===== src/logic/svd_pkg.sv =====
/*
  Constants and types shared by the vector opcode decoder.
  Assumes a 32-bit instruction word and a 32-bit AHB-Lite register bus.
*/
package svd_pkg;
  // Major opcode, bits 31..26
  localparam logic [5:0] MAJOR_EXT = 6'h1e;
  localparam logic [5:0] MAJOR_FP = 6'h11;
  // Branch rs values, bits 25..21
  localparam logic [4:0] RS_ALL_ZERO = 5'h0b;
  localparam logic [4:0] RS_NOT_ZERO = 5'h0f;
  localparam logic [1:0] RS_ELEM_HI = 2'h3;
  // Minor opcode groups, bits 5..0
  localparam logic [2:0] MINOR_MEM_HI = 3'h4;
  localparam logic [5:0] MINOR_I5_ADD = 6'h06;
  localparam logic [5:0] MINOR_I5_CMP = 6'h07;
  localparam logic [3:0] MEM_LOAD = 4'h8;
  // Register byte offsets
  localparam logic [7:0] OFS_CTRL = 8'h00;
  localparam logic [7:0] OFS_STATUS = 8'h04;
  localparam logic [7:0] OFS_MASK = 8'h08;
  localparam logic [7:0] OFS_LAST = 8'h0c;
  // Field positions and reset values
  localparam int CTRL_EN_BIT = 0;
  localparam int ST_RSVD_BIT = 0;
  localparam int ST_DIS_BIT = 1;
  localparam int ST_BR_BIT = 2;
  localparam int ST_W = 3;
  localparam logic CTRL_EN_RST = 1'b1;
  localparam logic [2:0] MASK_RST = 3'h0;

  typedef enum logic [3:0] {
    CLS_NONE, CLS_FP, CLS_IMM8, CLS_IMM5, CLS_BIT, CLS_THREE_REG,
    CLS_ELEMENT, CLS_THREE_REG_FLOAT, CLS_VEC_TWO_REG, CLS_MEM_OFS,
    CLS_RESERVED
  } svd_class_e;

  typedef enum logic [4:0] {
    OP_NONE, OP_BR_VEC_ALL_ZERO, OP_BR_VEC_NOT_ZERO, OP_BR_ANY_ELEM_ZERO,
    OP_BR_NO_ELEM_ZERO, OP_VEC_LOAD, OP_VEC_STORE, OP_ADD_IMM,
    OP_CMP_EQ_IMM, OP_SUB_IMM, OP_S_MAX_IMM, OP_S_LT_IMM, OP_U_MAX_IMM,
    OP_U_LT_IMM, OP_S_MIN_IMM, OP_S_LE_IMM, OP_U_MIN_IMM, OP_U_LE_IMM,
    OP_LOAD_IMM
  } svd_op_e;

  typedef struct packed {
    svd_class_e cls;
    svd_op_e op;
    logic [1:0] fmt;
    logic rsvd;
  } svd_dec_s;
endpackage : svd_pkg


===== src/logic/svd_decoder.sv =====
/*
  Vector instruction decoder with AHB-Lite control and interrupt.
  Assumes the issue stage drives instr_valid and instr_word on hclk,
  and a single AHB-Lite master doing single word transfers.
*/
// Behaviour
// [RL1] Detect extension major and FP coprocessor opcodes
// [RL2] FP rs 01011/01111 are whole-vector branches
// [RL3] rs 11xxx are per-element branches B/H/W/D
// [RL4] Minor opcode ranges map to format classes
// [RL5] Minor bits 5..3 of 100 is memory class
// [RL6] Unassigned minors flagged reserved, raise exception
// [RL7] Memory op 1000 load, 1001 store, fmt
// [RL8] Imm5 op in 25..23, fmt in 22..21
// [RL9] Imm5 op 000 is add or compare-equal
// [RL10] Imm5 op 001 subtract, reserved under compare
// [RL11] Imm5 op 010 signed max or less-than
// [RL12] Imm5 op 011 unsigned max or less-than
// [RL13] Imm5 op 100 signed min or less-equal
// [RL14] Imm5 op 101 unsigned min or less-equal
// [RL15] Decode results registered with word, reset clears
`timescale 1ns/1ps
module svd_decoder (
  // Clock and reset
  input wire logic hclk,
  input wire logic hresetn,
  // Issue stage request
  input wire logic instr_valid,
  input wire logic [31:0] instr_word,
  // Decoded result
  output logic dec_valid,
  output logic [31:0] dec_word,
  output svd_pkg::svd_class_e dec_class,
  output svd_pkg::svd_op_e dec_op,
  output logic [1:0] dec_fmt,
  output logic dec_rsvd,
  output logic exc_reserved,
  output logic exc_disabled,
  // AHB-Lite slave
  input wire logic hsel,
  input wire logic [31:0] haddr,
  input wire logic [1:0] htrans,
  input wire logic hwrite,
  input wire logic [2:0] hsize,
  input wire logic [31:0] hwdata,
  input wire logic hready,
  output logic hreadyout,
  output logic hresp,
  output logic [31:0] hrdata,
  // Interrupt
  output logic irq
);

  typedef struct packed {
    logic dec_valid;
    logic [31:0] word;
    svd_pkg::svd_dec_s dec;
    logic exc_ri;
    logic exc_dis;
    logic ctrl_en;
    logic [svd_pkg::ST_W-1:0] status;
    logic [svd_pkg::ST_W-1:0] mask;
    logic a_we;
    logic [7:0] a_addr;
    logic [31:0] rdata;
  } svd_state_s;

  svd_state_s st_ff;
  svd_state_s nxt_st;

  function automatic svd_pkg::svd_dec_s svd_decode(input logic [31:0] w);
    svd_pkg::svd_dec_s d;
    logic [2:0] op3;
    logic cmp;
    d.cls = svd_pkg::CLS_NONE;
    d.op = svd_pkg::OP_NONE;
    d.fmt = 2'h0;
    d.rsvd = 1'b0;
    op3 = w[25:23];
    cmp = (w[5:0] == svd_pkg::MINOR_I5_CMP);
    if (w[31:26] == svd_pkg::MAJOR_EXT) begin // [RL1]
      if (w[5:3] == svd_pkg::MINOR_MEM_HI) begin // [RL5]
        d.cls = svd_pkg::CLS_MEM_OFS;
        d.fmt = w[1:0]; // [RL7]
        d.op = (w[5:2] == svd_pkg::MEM_LOAD) ? svd_pkg::OP_VEC_LOAD :
          svd_pkg::OP_VEC_STORE; // [RL7]
      end else begin
        case (w[5:0]) inside // [RL4]
          [6'h00:6'h02]: d.cls = svd_pkg::CLS_IMM8;
          [6'h06:6'h07]: d.cls = svd_pkg::CLS_IMM5;
          [6'h09:6'h0a]: d.cls = svd_pkg::CLS_BIT;
          [6'h0d:6'h15]: d.cls = svd_pkg::CLS_THREE_REG;
          6'h19: d.cls = svd_pkg::CLS_ELEMENT;
          [6'h1a:6'h1c]: d.cls = svd_pkg::CLS_THREE_REG_FLOAT;
          6'h1e: d.cls = svd_pkg::CLS_VEC_TWO_REG;
          default: begin
            d.cls = svd_pkg::CLS_RESERVED; // [RL6]
            d.rsvd = 1'b1; // [RL6]
          end
        endcase
        if (d.cls == svd_pkg::CLS_IMM5) begin
          d.fmt = w[22:21]; // [RL8]
          case (op3) // [RL8]
            3'h0: d.op = cmp ? svd_pkg::OP_CMP_EQ_IMM :
              svd_pkg::OP_ADD_IMM; // [RL9]
            3'h1: begin
              d.op = cmp ? svd_pkg::OP_NONE : svd_pkg::OP_SUB_IMM; // [RL10]
              d.rsvd = cmp; // [RL10]
            end
            3'h2: d.op = cmp ? svd_pkg::OP_S_LT_IMM :
              svd_pkg::OP_S_MAX_IMM; // [RL11]
            3'h3: d.op = cmp ? svd_pkg::OP_U_LT_IMM :
              svd_pkg::OP_U_MAX_IMM; // [RL12]
            3'h4: d.op = cmp ? svd_pkg::OP_S_LE_IMM :
              svd_pkg::OP_S_MIN_IMM; // [RL13]
            3'h5: d.op = cmp ? svd_pkg::OP_U_LE_IMM :
              svd_pkg::OP_U_MIN_IMM; // [RL14]
            3'h6: begin
              // Wider immediate form shares this minor
              d.op = cmp ? svd_pkg::OP_LOAD_IMM : svd_pkg::OP_NONE;
              d.rsvd = !cmp;
            end
            default: d.rsvd = 1'b1;
          endcase
        end
      end
    end else if (w[31:26] == svd_pkg::MAJOR_FP) begin // [RL1]
      d.cls = svd_pkg::CLS_FP;
      if (w[25:21] == svd_pkg::RS_ALL_ZERO) begin
        d.op = svd_pkg::OP_BR_VEC_ALL_ZERO; // [RL2]
      end else if (w[25:21] == svd_pkg::RS_NOT_ZERO) begin
        d.op = svd_pkg::OP_BR_VEC_NOT_ZERO; // [RL2]
      end else if (w[25:24] == svd_pkg::RS_ELEM_HI) begin
        d.fmt = w[22:21]; // [RL3]
        d.op = w[23] ? svd_pkg::OP_BR_NO_ELEM_ZERO :
          svd_pkg::OP_BR_ANY_ELEM_ZERO; // [RL3]
      end
    end
    return d;
  endfunction : svd_decode

  function automatic logic [31:0] svd_read(input svd_state_s s,
                                           input logic [7:0] a);
    logic [31:0] r;
    r = 32'h0;
    if (a == svd_pkg::OFS_CTRL) begin
      r[svd_pkg::CTRL_EN_BIT] = s.ctrl_en;
    end else if (a == svd_pkg::OFS_STATUS) begin
      r[svd_pkg::ST_W-1:0] = s.status;
    end else if (a == svd_pkg::OFS_MASK) begin
      r[svd_pkg::ST_W-1:0] = s.mask;
    end else if (a == svd_pkg::OFS_LAST) begin
      r = s.word;
    end
    return r;
  endfunction : svd_read

  svd_pkg::svd_dec_s cur;
  logic is_ext;
  logic is_branch;
  logic addr_ok;
  logic [svd_pkg::ST_W-1:0] ev;
  logic [svd_pkg::ST_W-1:0] clr;

  always_comb begin
    nxt_st = st_ff;
    cur = svd_decode(instr_word);
    is_ext = (instr_word[31:26] == svd_pkg::MAJOR_EXT);
    is_branch = (cur.op inside {svd_pkg::OP_BR_VEC_ALL_ZERO,
      svd_pkg::OP_BR_VEC_NOT_ZERO, svd_pkg::OP_BR_ANY_ELEM_ZERO,
      svd_pkg::OP_BR_NO_ELEM_ZERO});
    // Valid follows the issue stage every cycle; word and decode load only on valid
    nxt_st.dec_valid = instr_valid; // [RL15]
    if (instr_valid) begin
      nxt_st.word = instr_word; // [RL15]
      nxt_st.dec = cur; // [RL15]
    end
    // Disabled extension wins over reserved so software can lazily enable
    nxt_st.exc_dis = instr_valid && (is_ext || is_branch) &&
      !st_ff.ctrl_en; // [RL6]
    nxt_st.exc_ri = instr_valid && cur.rsvd && st_ff.ctrl_en; // [RL6]
    ev = '0;
    ev[svd_pkg::ST_RSVD_BIT] = nxt_st.exc_ri;
    ev[svd_pkg::ST_DIS_BIT] = nxt_st.exc_dis;
    ev[svd_pkg::ST_BR_BIT] = instr_valid && is_branch;
    // Bus address phase; data is registered a phase early, zero wait
    addr_ok = hsel && htrans[1] && hready;
    nxt_st.a_we = addr_ok && hwrite;
    if (addr_ok) begin
      nxt_st.a_addr = haddr[7:0];
      nxt_st.rdata = svd_read(st_ff, haddr[7:0]);
    end
    clr = '0;
    if (st_ff.a_we) begin
      if (st_ff.a_addr == svd_pkg::OFS_CTRL) begin
        nxt_st.ctrl_en = hwdata[svd_pkg::CTRL_EN_BIT];
      end else if (st_ff.a_addr == svd_pkg::OFS_STATUS) begin
        clr = hwdata[svd_pkg::ST_W-1:0];
      end else if (st_ff.a_addr == svd_pkg::OFS_MASK) begin
        nxt_st.mask = hwdata[svd_pkg::ST_W-1:0];
      end
    end
    // Set beats write-one-to-clear in the same cycle
    nxt_st.status = (st_ff.status & ~clr) | ev;
  end

  always_ff @(posedge hclk or negedge hresetn) begin
    if (!hresetn) begin
      st_ff <= '0;
      st_ff.ctrl_en <= svd_pkg::CTRL_EN_RST;
      st_ff.mask <= svd_pkg::MASK_RST;
    end else begin
      st_ff <= nxt_st;
    end
  end

  assign dec_valid = st_ff.dec_valid;
  assign dec_word = st_ff.word;
  assign dec_class = st_ff.dec.cls;
  assign dec_op = st_ff.dec.op;
  assign dec_fmt = st_ff.dec.fmt;
  assign dec_rsvd = st_ff.dec.rsvd;
  assign exc_reserved = st_ff.exc_ri;
  assign exc_disabled = st_ff.exc_dis;
  assign hreadyout = 1'b1;
  assign hresp = 1'b0;
  assign hrdata = st_ff.rdata;
  assign irq = |(st_ff.status & st_ff.mask);
endmodule : svd_decoder


===== config.mk =====
export PLATFORM = sky130hd
export DESIGN_NAME = svd_decoder
export DESIGN_NICKNAME = d
export VERILOG_FILES = /design/src/logic/svd_pkg.sv /design/src/logic/svd_decoder.sv
export SDC_FILE = /design/constraint.sdc
export NUM_CORES = 1
export LEC_CHECK = 0
export ABC_AREA = 0
export BUFFER_PORTS_ARGS = -buffer_cell sky130_fd_sc_hd__buf_2
export CAP_MARGIN = 20
export CORE_AREA = 3 3 94 105
export CTS_BUF_LIST = sky130_fd_sc_hd__clkbuf_4
export DETAILED_ROUTE_END_ITERATION = 7
export DIE_AREA = 0 0 97 108
export PLACE_DENSITY = 0.91
export SETUP_SLACK_MARGIN = 0.4
export SYNTH_ARGS = -nofsm -noshare
export SYNTH_HDL_FRONTEND = slang
export SYNTH_SLANG_ARGS = --single-unit

===== constraint.sdc =====
create_clock -name hclk -period 3.6 [get_ports hclk]
set_clock_uncertainty 0.1 [all_clocks]
set_input_delay 0.72 -clock hclk [delete_from_list [all_inputs] [get_ports hclk]]
set_output_delay 0.72 -clock hclk [all_outputs]
set_load 0.05 [all_outputs]

==> results.json <==
{
  "synth_cell_types": 61,
  "cts_setup_buffers": 0,
  "holdBufCountCts": 0,
  "tightestPinTransition_ns": 0.785,
  "dieArea_um2": 10500,
  "avgSynthCellArea_um2": 11.3,
  "grt.overflow.total": 0,
  "drive_gt1_share_pct": 43.6,
  "syn_inst": 426,
  "grt_pass1_vias": 3339,
  "critPathCaptureType": "flop",
  "cts_buffer_depth": 2,
  "cts_tree": "yes",
  "grt_start_max_net_pins": 66,
  "setup_viol": 0,
  "finalHoldViolCount": 0,
  "maxCapViolCount": 0,
  "nNetsFinal": 579,
  "yosysTopAreaCellShare_pct": 48.9,
  "antennaDiodeCount": 0,
  "worst_slack_ns": 1.23,
  "min_period_ns": 2.37,
  "leakage_nw": 2.51,
  "min_path_type": "input port to async pin",
  "p_sw_share_pct": 31.0,
  "initial_utilization_pct": 54.2,
  "drtIter0Drc": 199,
  "ys.warnings.count": 0,
  "area_delta_synth_final_pct": 6.40,
  "worstSkewPairLatency_ns": 0.44,
  "max_freq_ghz": 0.423,
  "worstSetupPathType": "input port to flop",
  "fin_tns_setup_ns": 0,
  "routabilityCongestion": 0.941,
  "slew-limit-headroom_pct": 47.6,
  "antenna_left": 0,
  "rsz0062_at_grt": "no",
  "cts_resized": 0,
  "hpwl_mm": 7.63,
  "viasPerCell": 5.77,
  "drc": 0,
  "ir_worst_vdd_uv": 201,
  "die_x_um": 97,
  "timing.final.max_slew_violations": 0,
  "path_clk_slew_ns": 0.15,
  "wirelength_mm": 10.3,
  "port_buffers": 129,
  "cts_root_buf": "clkbuf_4",
  "wire_per_inst_um": 17.5,
  "p_switching_uw": 671,
  "placementRows": 36,
  "htreeDepth": 3,
  "place_ws_ns": 0.787,
  "netlist_area_um2": 4810,
  "grt_pass1_wl_mm": 16.9,
  "whs_ns": 0.238,
  "num-fill-cells": 730,
  "power_frac_clock_pct": 25.0,
  "io_pins": 189,
  "antenna_found_initial": 0,
  "synth.area.top_cells": "dfrtp_1 (49%), buf_4 (12%), mux2_2 (11%)",
  "ys_seq_elements": 95,
  "cp_data_required_time_ns": 3.84,
  "dr_total_vias": 3413,
  "die_h_um": 108,
  "p_int_mw": 1.49,
  "cts_made_buffers": 9,
  "arrival_ns": 2.60,
  "yosys.area.top_type": "dfrtp_1",
  "synth_ff_type": "dfrtp_1",
  "worst-path-max-fanout": 12,
  "outcome": "completed",
  "syn_nets": 533,
  "power_frac_seq_pct": 54.9,
  "yosysSeqAreaShare_pct": 49.5,
  "core-area_um2": 8870,
  "power.density_nw_per_um2": 423,
  "clock-sinks": 95,
  "dr.pass1.iters": 4,
  "grtUsageTotal_pct": 20.2,
  "synth_edf_count": 0,
  "power_frac_comb_pct": 20.1,
  "finalCritPeriodShare_pct": 65.7,
  "synthArstFlopShare_pct": 100,
  "startpoint_type": "input port"
}
cells by family (layout without fill, tap and decap cells):
kind of cell	Yosys count	in the layout	synth area share (%)
compound gates	84	84	13.6
xor+xnor	3	3	0.547
buf+inv	108	159	14.5
flops	95	95	49.5
mux	50	50	11.9
other cells	2	2	0.156
simple gates	84	84	9.89
layout make-up:
| cell class | count | area [um2] | area share, % |
|---|---|---|---|
| flip-flops and latches | 95 | 2380 | 46.5 |
| inverters | 7 | 26.3 | 0.514 |
| clock buffers | 11 | 82.6 | 1.61 |
| clock inverters | 5 | 48.8 | 0.954 |
| well taps | 114 | 143 | 2.79 |
| repair buffers | 136 | 701 | 13.7 |
| multi-input cells | 223 | 1740 | 33.9 |
state kept, by name, summed over array words and instances, names as in the netlist:
register,cells
dec_word,32
hrdata,32
st_ff,16
dec_op,5
dec_class,4
dec_fmt,2
dec_rsvd,1
dec_valid,1
exc_disabled,1
exc_reserved,1
power by group through the flow:
stage,clock network (mW),registers (mW),logic [mW]
after detailed placement,0,1.21,0.435
after global placement,0,1.20,0.423
after global routing,0.606,1.20,0.463
after CTS,0.559,1.19,0.435
final,0.541,1.19,0.434
after floorplan,0,1.19,0.364
cells in the mapped netlist (all sizes together) (2+ instances only):
| master | n |
|---|---|
| nor3 | 2 |
| or2 | 2 |
| nor4 | 2 |
| a211oi | 3 |
| nand2b | 5 |
| nand2 | 18 |
| nor2b | 5 |
| conb | 2 |
| mux2 | 46 |
| xor2 | 3 |
| nor3b | 4 |
| nor2 | 17 |
| a221o | 2 |
| inv | 7 |
| a21oi | 13 |
| a22o | 29 |
| o2bb2ai | 3 |
| o22ai | 3 |
| nand3b | 4 |
| o31ai | 2 |
| buf | 81 |
| a22oi | 2 |
| nand4 | 4 |
| clkbuf | 20 |
| or4 | 2 |
| a31oi | 4 |
| or3 | 2 |
| o211a | 2 |
| or3b | 3 |
| nand3 | 7 |
| dfrtp | 94 |
| mux2i | 3 |
| o21ai | 12 |
per-layer routing:
metal  GRT usage (%)  routed length (um)  vias up
li1                -                   -     1540
met2            32.1                4950      155
met3            3.42                 653       27
met1            27.0                4450     1691
met4            9.83                 285        0
met5               0                   0        -
cells in the final DEF (no fill, tap or decap), types with 2 or more instances in the layout:
master / count
buf_2: 128
clkinv_1: 3
nand3_1: 7
a211oi_2: 2
a31oi_1: 3
o2bb2ai_1: 3
a21oi_1: 13
conb_1: 2
nand2_1: 18
mux2i_1: 3
nor3b_1: 4
or3_1: 2
mux2_2: 46
nor2b_1: 5
nor2_1: 16
xor2_1: 3
o211a_1: 2
o22ai_1: 3
nor3_1: 2
o21ai_0: 8
nand3b_1: 4
inv_1: 7
buf_4: 8
nand4_1: 4
a22o_1: 29
dfrtp_1: 94
a221o_1: 2
clkbuf_4: 11
nand2b_1: 5
o21ai_1: 4
nor4_1: 2
a22oi_1: 2
worst max-delay path, stage by stage:
cell      delay (ns)
buf_2           0.21
or3b_4          0.43
nor3_1          0.35
a211oi_2        0.15
a211oi_2        0.38
a311oi_2        0.17
a21o_1          0.18
path summary, 6_finish.rpt:
| path | end | start | slack [ns] | cells after the start |
|---|---|---|---|---|
| worst max register to register | st_ff[45] | st_ff[37] | 1.75 | 5 |
| worst max-delay path | st_ff[45] | instr_word[2] | 1.23 | 7 |
| max in group asynchronous | hrdata[25] | hresetn | 2.39 | 2 |
| worst min-delay path | dec_op[0] | hresetn | 0.24 | 1 |
| worst min register to register | hrdata[2] | hrdata[2] | 0.40 | 2 |
| min in group hclk | st_ff[40] | hwrite | 0.39 | 2 |
through the flow:
stage          std cells  power, mW  cell area (um2)  util, %
6_report             591       2.16             5120     57.7
5_1_grt              591       2.27             5120     57.7
4_1_cts              591       2.18             5120     57.7
3_5_place_dp         575       1.64             4980     56.2
3_3_place_gp         575       1.63             4980     56.2
2_1_floorplan        426       1.56             4810        -
No activity file was read; power rests on OpenSTA's default activity.
